==> config.mk <==
export PLATFORM = sky130hd
export DESIGN_NAME = ana_ctrl_regs
export DESIGN_NICKNAME = d
export VERILOG_FILES = /design/src/common/ana_ctrl_pkg.sv /design/src/design/ana_ctrl_regs.sv
export SDC_FILE = /design/constraint.sdc
export NUM_CORES = 1
export LEC_CHECK = 0
export BUFFER_PORTS_ARGS = -buffer_cell sky130_fd_sc_hd__clkbuf_2
export CAP_MARGIN = 20
export CORE_MARGIN = 2
export CORE_UTILIZATION = 25
export CTS_CLUSTER_DIAMETER = 200
export DETAILED_ROUTE_END_ITERATION = 10
export PLACE_DENSITY_LB_ADDON = 0.08
export SYNTH_ARGS = -nofsm -noshare
export SYNTH_HDL_FRONTEND = slang
export SYNTH_SLANG_ARGS = --single-unit
==> constraint.sdc <==
create_clock -name REF_CLK_IN -period 2.6 [get_ports REF_CLK_IN]
set_clock_uncertainty 0.2 [all_clocks]
set_input_delay 0.13 -clock REF_CLK_IN [delete_from_list [all_inputs] [get_ports REF_CLK_IN]]
set_output_delay 0.13 -clock REF_CLK_IN [all_outputs]
set_load 0.01 [all_outputs]
==> src/common/ana_ctrl_pkg.sv <==
// Purpose: Constants and types for the analog control register bank
// Assumes: Avalon-MM slave, 32-bit data, byte addresses
// Notes: One aligned word per register
package ana_ctrl_pkg;
    localparam int ADDR_W = 8;
    localparam logic [ADDR_W-1:0] RX_ADC_REG_OFS = 8'h3c;
    localparam logic [ADDR_W-1:0] FRONTEND_REG_OFS = 8'h40;
    localparam logic [ADDR_W-1:0] SYNTH_VCO_REG_OFS = 8'h44;
    localparam logic [ADDR_W-1:0] TEST_OUT_OFS = 8'h48;
    localparam logic [ADDR_W-1:0] MISC_OFS = 8'h4c;
    localparam logic [ADDR_W-1:0] HV_SYNC_OFS = 8'h54;
    localparam logic [31:0] LDO_RESET = 32'h00000040;
    localparam logic [31:0] TEST_OUT_RESET = 32'h0f000000;
    localparam logic [31:0] MISC_RESET = 32'h00003ad3;
    localparam logic [31:0] LDO_MASK = 32'h00000079;
    localparam logic [31:0] TEST_OUT_MASK = 32'hffc1ffff;
    localparam logic [31:0] MISC_MASK = 32'h1fffffdf;
    localparam logic [31:0] HV_SYNC_GO = 32'h00000001;
    localparam int VTRIM_HI = 6;
    localparam int VTRIM_LO = 3;
    localparam int REG_ON_BIT = 0;
    localparam logic [3:0] HV_SYNC_CYCLES = 4'h4;

    typedef struct packed {
        logic [3:0] vtrim;
        logic on;
    } ldo_ctrl_t;

    typedef struct packed {
        logic [7:0] battery_load_trim;
        logic battery_const_current;
        logic battery_test_on;
        logic [1:0] test_pad_route;
        logic test_volt_out_on;
        logic test_curr_out_on;
        logic test_clk_out_on;
        logic test_flag_out_on;
        logic [3:0] test_volt_source;
        logic test_curr_source;
        logic [2:0] test_clk_source;
        logic [1:0] test_flag_source;
        logic test_volt_buffer_skip;
    } test_out_t;

    typedef struct packed {
        logic usb_pad_pullup_second;
        logic usb_pad_pullup_first;
        logic usb_pad_on;
        logic [5:0] flash_pads_pulldown;
        logic [5:0] flash_pads_pullup;
        logic [5:0] flash_pads_input_on;
        logic shifter_highpower_domain_on;
        logic shifter_alwayson_domain_on;
        logic bandgap_buffer_on;
        logic regulators_test_mode;
    } misc_ctrl_t;
endpackage : ana_ctrl_pkg

==> src/design/ana_ctrl_regs.sv <==
// Purpose: Analog regulator, test output and miscellaneous control bank
// Assumes: Avalon-MM slave on REF_CLK_IN, synchronous active-high reset
// Notes: Reset trim reaches the always-on domain through a sync handshake
//
// Local design decision: register access over Avalon-MM.
`timescale 1ns/10ps
module ana_ctrl_regs (
    input wire logic REF_CLK_IN,
    input wire logic RST_IN,
    input wire logic [ana_ctrl_pkg::ADDR_W-1:0] AVS_ADDRESS_IN,
    input wire logic AVS_READ_IN,
    input wire logic AVS_WRITE_IN,
    input wire logic [3:0] AVS_BYTEENABLE_IN,
    input wire logic [31:0] AVS_WRITEDATA_IN,
    output logic [31:0] AVS_READDATA_OUT,
    output logic [1:0] AVS_RESPONSE_OUT,
    output logic AVS_WAITREQUEST_OUT,
    output ana_ctrl_pkg::ldo_ctrl_t RX_ADC_REG_OUT,
    output ana_ctrl_pkg::ldo_ctrl_t FRONTEND_REG_OUT,
    output ana_ctrl_pkg::ldo_ctrl_t SYNTH_VCO_REG_OUT,
    output ana_ctrl_pkg::test_out_t TEST_OUT_CTRL_OUT,
    output ana_ctrl_pkg::misc_ctrl_t MISC_CTRL_OUT,
    output logic [2:0] RESET_REF_TRIM_OUT,
    output logic HV_SYNC_BUSY_OUT
);
    import ana_ctrl_pkg::*;

    ////////////////////////////////////////////////////////////////////////////
    // Storage and bus decode
    logic [31:0] rx_adc_r;
    logic [31:0] frontend_r;
    logic [31:0] synth_vco_r;
    logic [31:0] test_out_r;
    logic [31:0] misc_r;
    logic [2:0] trim_aon_r;
    logic [3:0] sync_cnt_r;
    logic ack_r;
    logic [31:0] rdata_r;
    logic [1:0] resp_r;
    logic [31:0] bmask;
    logic req;
    logic wr_go;
    logic hit;

    always_comb begin
        for (int i = 0; i < 4; i++) begin
            bmask[i*8 +: 8] = {8{AVS_BYTEENABLE_IN[i]}};
        end
    end

    assign req = AVS_READ_IN | AVS_WRITE_IN;
    assign wr_go = AVS_WRITE_IN & ~ack_r;
    assign AVS_WAITREQUEST_OUT = req & ~ack_r;
    assign hit = (AVS_ADDRESS_IN == RX_ADC_REG_OFS) || (AVS_ADDRESS_IN == FRONTEND_REG_OFS) ||
        (AVS_ADDRESS_IN == SYNTH_VCO_REG_OFS) || (AVS_ADDRESS_IN == TEST_OUT_OFS) ||
        (AVS_ADDRESS_IN == MISC_OFS) || (AVS_ADDRESS_IN == HV_SYNC_OFS);

    ////////////////////////////////////////////////////////////////////////////
    // One wait cycle, then acknowledge
    always_ff @(posedge REF_CLK_IN) begin
        if (RST_IN) begin
            ack_r <= 1'b0;
        end else begin
            ack_r <= req & ~ack_r;
        end
    end

    ////////////////////////////////////////////////////////////////////////////
    // Register writes, reserved bits masked
    function automatic logic [31:0] merge(input logic [31:0] old, input logic [31:0] msk);
        merge = ((old & ~bmask) | (AVS_WRITEDATA_IN & bmask)) & msk;
    endfunction : merge

    always_ff @(posedge REF_CLK_IN) begin
        if (RST_IN) begin
            rx_adc_r <= LDO_RESET;
            frontend_r <= LDO_RESET;
            synth_vco_r <= LDO_RESET;
            test_out_r <= TEST_OUT_RESET;
            misc_r <= MISC_RESET;
        end else if (wr_go) begin
            unique case (AVS_ADDRESS_IN)
                RX_ADC_REG_OFS: rx_adc_r <= merge(rx_adc_r, LDO_MASK);
                FRONTEND_REG_OFS: frontend_r <= merge(frontend_r, LDO_MASK);
                SYNTH_VCO_REG_OFS: synth_vco_r <= merge(synth_vco_r, LDO_MASK);
                TEST_OUT_OFS: test_out_r <= merge(test_out_r, TEST_OUT_MASK);
                MISC_OFS: misc_r <= merge(misc_r, MISC_MASK);
                default: ;
            endcase
        end
    end

    ////////////////////////////////////////////////////////////////////////////
    // Reset trim high-voltage sync: written value moves after go pulse
    always_ff @(posedge REF_CLK_IN) begin
        if (RST_IN) begin
            sync_cnt_r <= 4'h0;
        end else if (wr_go && AVS_ADDRESS_IN == HV_SYNC_OFS && AVS_BYTEENABLE_IN[0]
                && (AVS_WRITEDATA_IN & HV_SYNC_GO) != 32'h0 && sync_cnt_r == 4'h0) begin
            sync_cnt_r <= HV_SYNC_CYCLES;
        end else if (sync_cnt_r != 4'h0) begin
            sync_cnt_r <= sync_cnt_r - 4'h1;
        end
    end

    always_ff @(posedge REF_CLK_IN) begin
        if (RST_IN) begin
            trim_aon_r <= MISC_RESET[2:0];
        end else if (sync_cnt_r == 4'h1) begin
            trim_aon_r <= misc_r[2:0];
        end
    end

    ////////////////////////////////////////////////////////////////////////////
    // Read data and response
    always_ff @(posedge REF_CLK_IN) begin
        if (RST_IN) begin
            rdata_r <= 32'h0;
            resp_r <= 2'h0;
        end else if (req & ~ack_r) begin
            resp_r <= hit ? 2'h0 : 2'h3;
            unique case (AVS_ADDRESS_IN)
                RX_ADC_REG_OFS: rdata_r <= rx_adc_r;
                FRONTEND_REG_OFS: rdata_r <= frontend_r;
                SYNTH_VCO_REG_OFS: rdata_r <= synth_vco_r;
                TEST_OUT_OFS: rdata_r <= test_out_r;
                MISC_OFS: rdata_r <= misc_r;
                HV_SYNC_OFS: rdata_r <= {28'h0, sync_cnt_r != 4'h0, trim_aon_r};
                default: rdata_r <= 32'h0;
            endcase
        end
    end

    assign AVS_READDATA_OUT = rdata_r;
    assign AVS_RESPONSE_OUT = resp_r;

    ////////////////////////////////////////////////////////////////////////////
    // Analog control outputs
    assign RX_ADC_REG_OUT = {rx_adc_r[VTRIM_HI:VTRIM_LO], rx_adc_r[REG_ON_BIT]};
    assign FRONTEND_REG_OUT = {frontend_r[VTRIM_HI:VTRIM_LO], frontend_r[REG_ON_BIT]};
    assign SYNTH_VCO_REG_OUT = {synth_vco_r[VTRIM_HI:VTRIM_LO], synth_vco_r[REG_ON_BIT]};
    // Test fields packed in register order
    assign TEST_OUT_CTRL_OUT = {test_out_r[31:22], test_out_r[16:0]};
    // Misc fields packed in register order
    assign MISC_CTRL_OUT = {misc_r[28:6], misc_r[4:3]};
    assign RESET_REF_TRIM_OUT = trim_aon_r;
    assign HV_SYNC_BUSY_OUT = sync_cnt_r != 4'h0;
endmodule : ana_ctrl_regs

## Yosys cells after proc, flatten, opt, wreduce, memory -nomap -nowiden

Index checks and enable logic that the tools add are counted.

- Multiplexer cells: 4
- Reduce and logical (&&, ||, !) cells: 18
- Bitwise operators: 16
- Equality and inequality tests: 7
- Add/subtract/negate cells: 1

Operator list:

| cell | count |
|---|---|
| one-hot mux 32 bit (6 select lines) | 1 |
| AND 32 bit | 2 |
| equality test 8 x 7 -> 1 bit (second input constant) | 5 |
| inverter 32 bit | 1 |
| OR 32 bit | 1 |
| AND 29 bit | 1 |
| OR 29 bit | 1 |
| AND 7 bit | 3 |
| OR 7 bit | 3 |
| AND reduction 2 bit | 5 |
| equality test 8 x 6 -> 1 bit (second input constant) | 1 |
| two-way mux 3 bit | 2 |
| logical OR 1 bit | 5 |
| equality test 4 x 1 -> 1 bit (second input constant) | 1 |
| logical AND 1 bit | 4 |
| zero test 4 bit | 1 |
| nonzero test 4 bit | 1 |
| subtractor 4 x 1 -> 4 bit (second input constant) | 1 |
| AND 1 bit | 2 |
| two-way mux 2 bit | 1 |
| nonzero test 2 bit | 1 |
| OR reduction 2 bit | 1 |
| inverter 1 bit | 1 |
| OR 1 bit | 1 |

- Output and inout port bits: 106
- Register bits after elaboration: 112
- Logic and storage cells: 57
- Input bits: 48

## Longest topological paths before layout

- Depth after elaboration: 7
- Depth in mapped cells: 7
- Gate-level depth less buffers: 7

## Worst setup path before layout

OpenSTA, ideal clock, no wires.

- Path kind: input port to flip-flop
- Start: in AVS_ADDRESS_IN[4] (netlist name)
- End: reg with a tool-made name
- Required time: 2272 ps
- Stages on the path: 7
- Buffers on the path: 3
- Slack: 485 ps
- Library setup time: 128 ps
- Arrival: 1788 ps
- Cell sequence: or4b_1 buf_6 or4_1 clkbuf_1 buf_2 mux2i_1 nor2_1

RTL lines:

| what | RTL line | text |
|---|---|---|
| start, declared | ana_ctrl_regs.sv:10 | `input wire logic [ana_ctrl_pkg::ADDR_W-1:0] AVS_ADDRESS_IN,` |

==> results.md <==
- Status: finished, final reports clean
- Initial antenna violation count: 0
- NetSw: slightly below 0.001 W
- Number of synthesized register bits: 111
- Largest net degree at the start of global routing: 35
- Final setup slack of the worst path: 0.6164 ns
- Cells after Synth: 521
- R2R setup slack: 0.63 ns
- Vias in the first global route: 4,130
- Global-route wire length before repair: 23,230 um
- Die width: 142.3 um
- Total wire length: 15,220 um
- Mux share of post-synthesis cell area: 13.18%
- Final worst path period need: roughly 2.0 ns
- Fin area: between 6000 and 7000 um^2
- Worst setup SP type: input pin
- CTS Buf Count: 9
- Setup TNS: 0 ns
- Hold Fails Final Rpt: 0
- Worst Path Max Fanout: 7
- RSZ-0062 raised after global routing: false
- H-tree depth: 3
- Most frequent cells in the layout: clkbuf_2 (152), dfxtp_1 (111), nor2_1 (71), mux2i_1 (63), nand2_1 (36)
- Sequential share of the synthesized area: between 40 and 50%
- Layout cell share with drive strength beyond 1: 29.74%
- Hold path start: AVS_BYTEENABLE_IN[3]
- Clock Sinks: ~110
- Row Count: 50
- Xor-xnor portion of the synthesized cell area: less than 1%
- Final HPWL DP: 11,140 um
- Routability cong.: approximately 0.74
- Crit path max-delay family: simple AND/OR/NAND/NOR gates
- DP Cell Count: 871
- Tcrit/Tclk final: 76.29%
- Worst VDD drop: 0.3294 mV
- PwrDens: 602.6 nW/um^2
- Clock latency on the worst-skew pair: 0.36 ns
- Worst-path clk slew: 0.08 ns
- Leakage power total: 2.696 nW
- Reg2reg path depth: 3
- Cts hold-fix bufs: 33
- Port Buf Inserts: ~150
- Crit. path cell count: 5
- Post-synthesis average cell area: around 9.2 um^2
- Worst setup path start: AVS_ADDRESS_IN[4]
- Critical path cell sequence: clkbuf_2 > or4b_1 > buf_4 > or4_1 > a211o_1
- Clock Root Buffer: clkbuf_16
- Post-synth ARST share: 0%
- Height of the die: 142.3 um
- Placement Setup Slack: 0.2433 ns
- Mapped cell area: 4785 um^2
- Setup violations, final: 0
- CTS tree: built
- WHS Path Cells: 5
- Kind of critical path: in -> reg
- Area grow syn2layout: 32.56%
- Placement Cell Area: 5690 um^2
- Vias: approximately 4,300
- Post_cts resized: 0
- Critical path data required time: 2.65 ns
- Drc violations: 0
- Netlist cell types: 42
- Syn Nets: 571
- Reg2Reg Launch Point: ack_r$_SDFF_PP0_
- Achievable Freq: 504.1 MHz
- Post-synth EDFFs: 0
- Main synth FF type: dfxtp_1
- Cell at the slowest stage of the critical path: or4_1
- Combinational share of power: 13.2%
- Total gr overflow: 0
- Clock Tree Buf Depth: 2
- Clk pwr share: 40.0%
- Die area: 20,260 um^2
- Pre-antenna DRT Iters: 4
- Nets: approximately 730
- Num ports: about 150
- Initial Utilization: 25.49%
- Sw frac: 25.80%
- Slew Limit Fails: 0
- Seq pwr share: 46.8%
- Slew margin rel.: roughly 29%
- Crit path buf inv count: 2
- Post-synthesis compound-gate area fraction: 11.82%
- Internal power: 0.002836 W
- Largest family of logic cells by synthesized area: simple AND/OR/NAND/NOR gates
- Antenna-violating nets left: 0
- Max_cap viols: 0
- Most common cell after layout, fill and taps aside: clkbuf_2
- Core area: 18,770 um^2
- Synth Area in Simple Gates: 20.08%
- Routed vias/inst: ~4.6
- Crit path DAT: just over 2 ns
- Ant. Diodes: 0
- Non-Filler Instances: 920
- Worst-margin pin slew: 1.070 ns
- Post-CTS Setup Bufs: 0
- DRT iter0 DRCs: roughly 210
- Worst stage delay on the critical path: 0.67 ns
- Drt wl/cell: 16.54 um
- Ys Warns: 0
- Endpoint class of the critical path: flop
- Total Routing Usage GR: 14.99%
- Synth Area in Adders: 0.5230%
- Hold/Removal Path Class: in -> reg
layout make-up:
cell class,count,area (um^2)
multi-input combinational,343,2207
clock buffer,11,242.7
inverter,6,22.52
clock inverter,5,78.83
sequential,111,2222
timing repair buffer,210,1276
fill,1983,12430
tap,234,292.8
metrics by stage:
stage | hold WS (ns) | total power (W) | utilization [%]
6_report | 0.09641 | 0.003822 | 33.79
5_1_grt | 0.1239 | 0.004016 | 33.79
4_1_cts | 0.08862 | 0.003889 | 33.79
3_5_place_dp | 0.1796 | 0.002302 | 30.32
3_3_place_gp | 0.1682 | 0.002298 | 30.32
2_1_floorplan | 0.05932 | 0.002114 | -
how the worst max path moves through the flow:
stage	to	slack, ns
after floorplan	flop	0.48
after global placement	AVS_READDATA_OUT[2]$_SDFFE_PP0P_	0.26
after detailed placement	AVS_READDATA_OUT[2]$_SDFFE_PP0P_	0.24
after CTS	sync_cnt_r[1]$_SDFFE_PP0N_	0.57
after global routing	sync_cnt_r[0]$_SDFFE_PP0N_	0.45
final	flop	0.62
worst register-to-register path, cell delays in order, from the launching register on:
cell and delay (ns):
dfxtp_1 0.35, nand3b_1 0.28, or4_1 0.69, a211o_1 0.35
synth_stat cells, types with 2 or more instances:
| cell type | instances | area share, % |
|---|---|---|
| nor3_1 | 14 | 1.5 |
| o22ai_1 | 3 | 0.39 |
| or3b_2 | 2 | 0.37 |
| mux2i_1 | 63 | 13 |
| buf_2 | 6 | 0.63 |
| or4_1 | 4 | 0.63 |
| nand2_1 | 36 | 2.8 |
| inv_1 | 6 | 0.47 |
| nand3b_1 | 4 | 0.63 |
| nand2b_1 | 8 | 1.0 |
| and3_1 | 4 | 0.52 |
| nor4bb_1 | 2 | 0.42 |
| a21oi_1 | 27 | 2.8 |
| nor2b_1 | 4 | 0.52 |
| nor2_1 | 72 | 5.6 |
| nor4_4 | 4 | 1.8 |
| clkbuf_1 | 26 | 2.0 |
| a22o_1 | 4 | 0.73 |
| dfxtp_1 | 111 | 46 |
| buf_4 | 26 | 4.1 |
| buf_6 | 2 | 0.47 |
| nor3b_1 | 6 | 0.94 |
| or3_1 | 3 | 0.39 |
| nand3_1 | 16 | 1.7 |
| a22oi_1 | 23 | 3.6 |
| o21ai_0 | 22 | 2.3 |
| a211o_1 | 5 | 0.92 |
| ha_1 | 2 | 0.52 |
| o21ai_1 | 2 | 0.21 |
| a211oi_1 | 2 | 0.31 |
cell families after synthesis:
logic type | after synthesis
muxes | 63
xor gates and xnor gates | 1
AOI/OAI and AO/OA | 91
adders and majority gates | 2
buffers and inverters | 67
DFF | 111
and+or+nand+nor | 186
metal layers:
layer | GRT usage, % | wire (um) | share of wire [%]
met5 | 0 | 0 | 0
met4 | 4.846 | 133 | 0.87
met3 | 2.524 | 566 | 3.7
met2 | 24.43 | 7168 | 47
met1 | 20.23 | 7351 | 48
power by group through the flow:
stage	sequential (W)	combinational [W]	clock, W
6_report	0.00179	0.000505	0.00153
5_1_grt	0.00180	0.000568	0.00165
4_1_cts	0.00179	0.000515	0.00159
3_5_place_dp	0.00183	0.000473	0
3_3_place_gp	0.00183	0.000471	0
2_1_floorplan	0.00182	0.000291	0
Note: power is estimated with default switching activity, not from simulation.
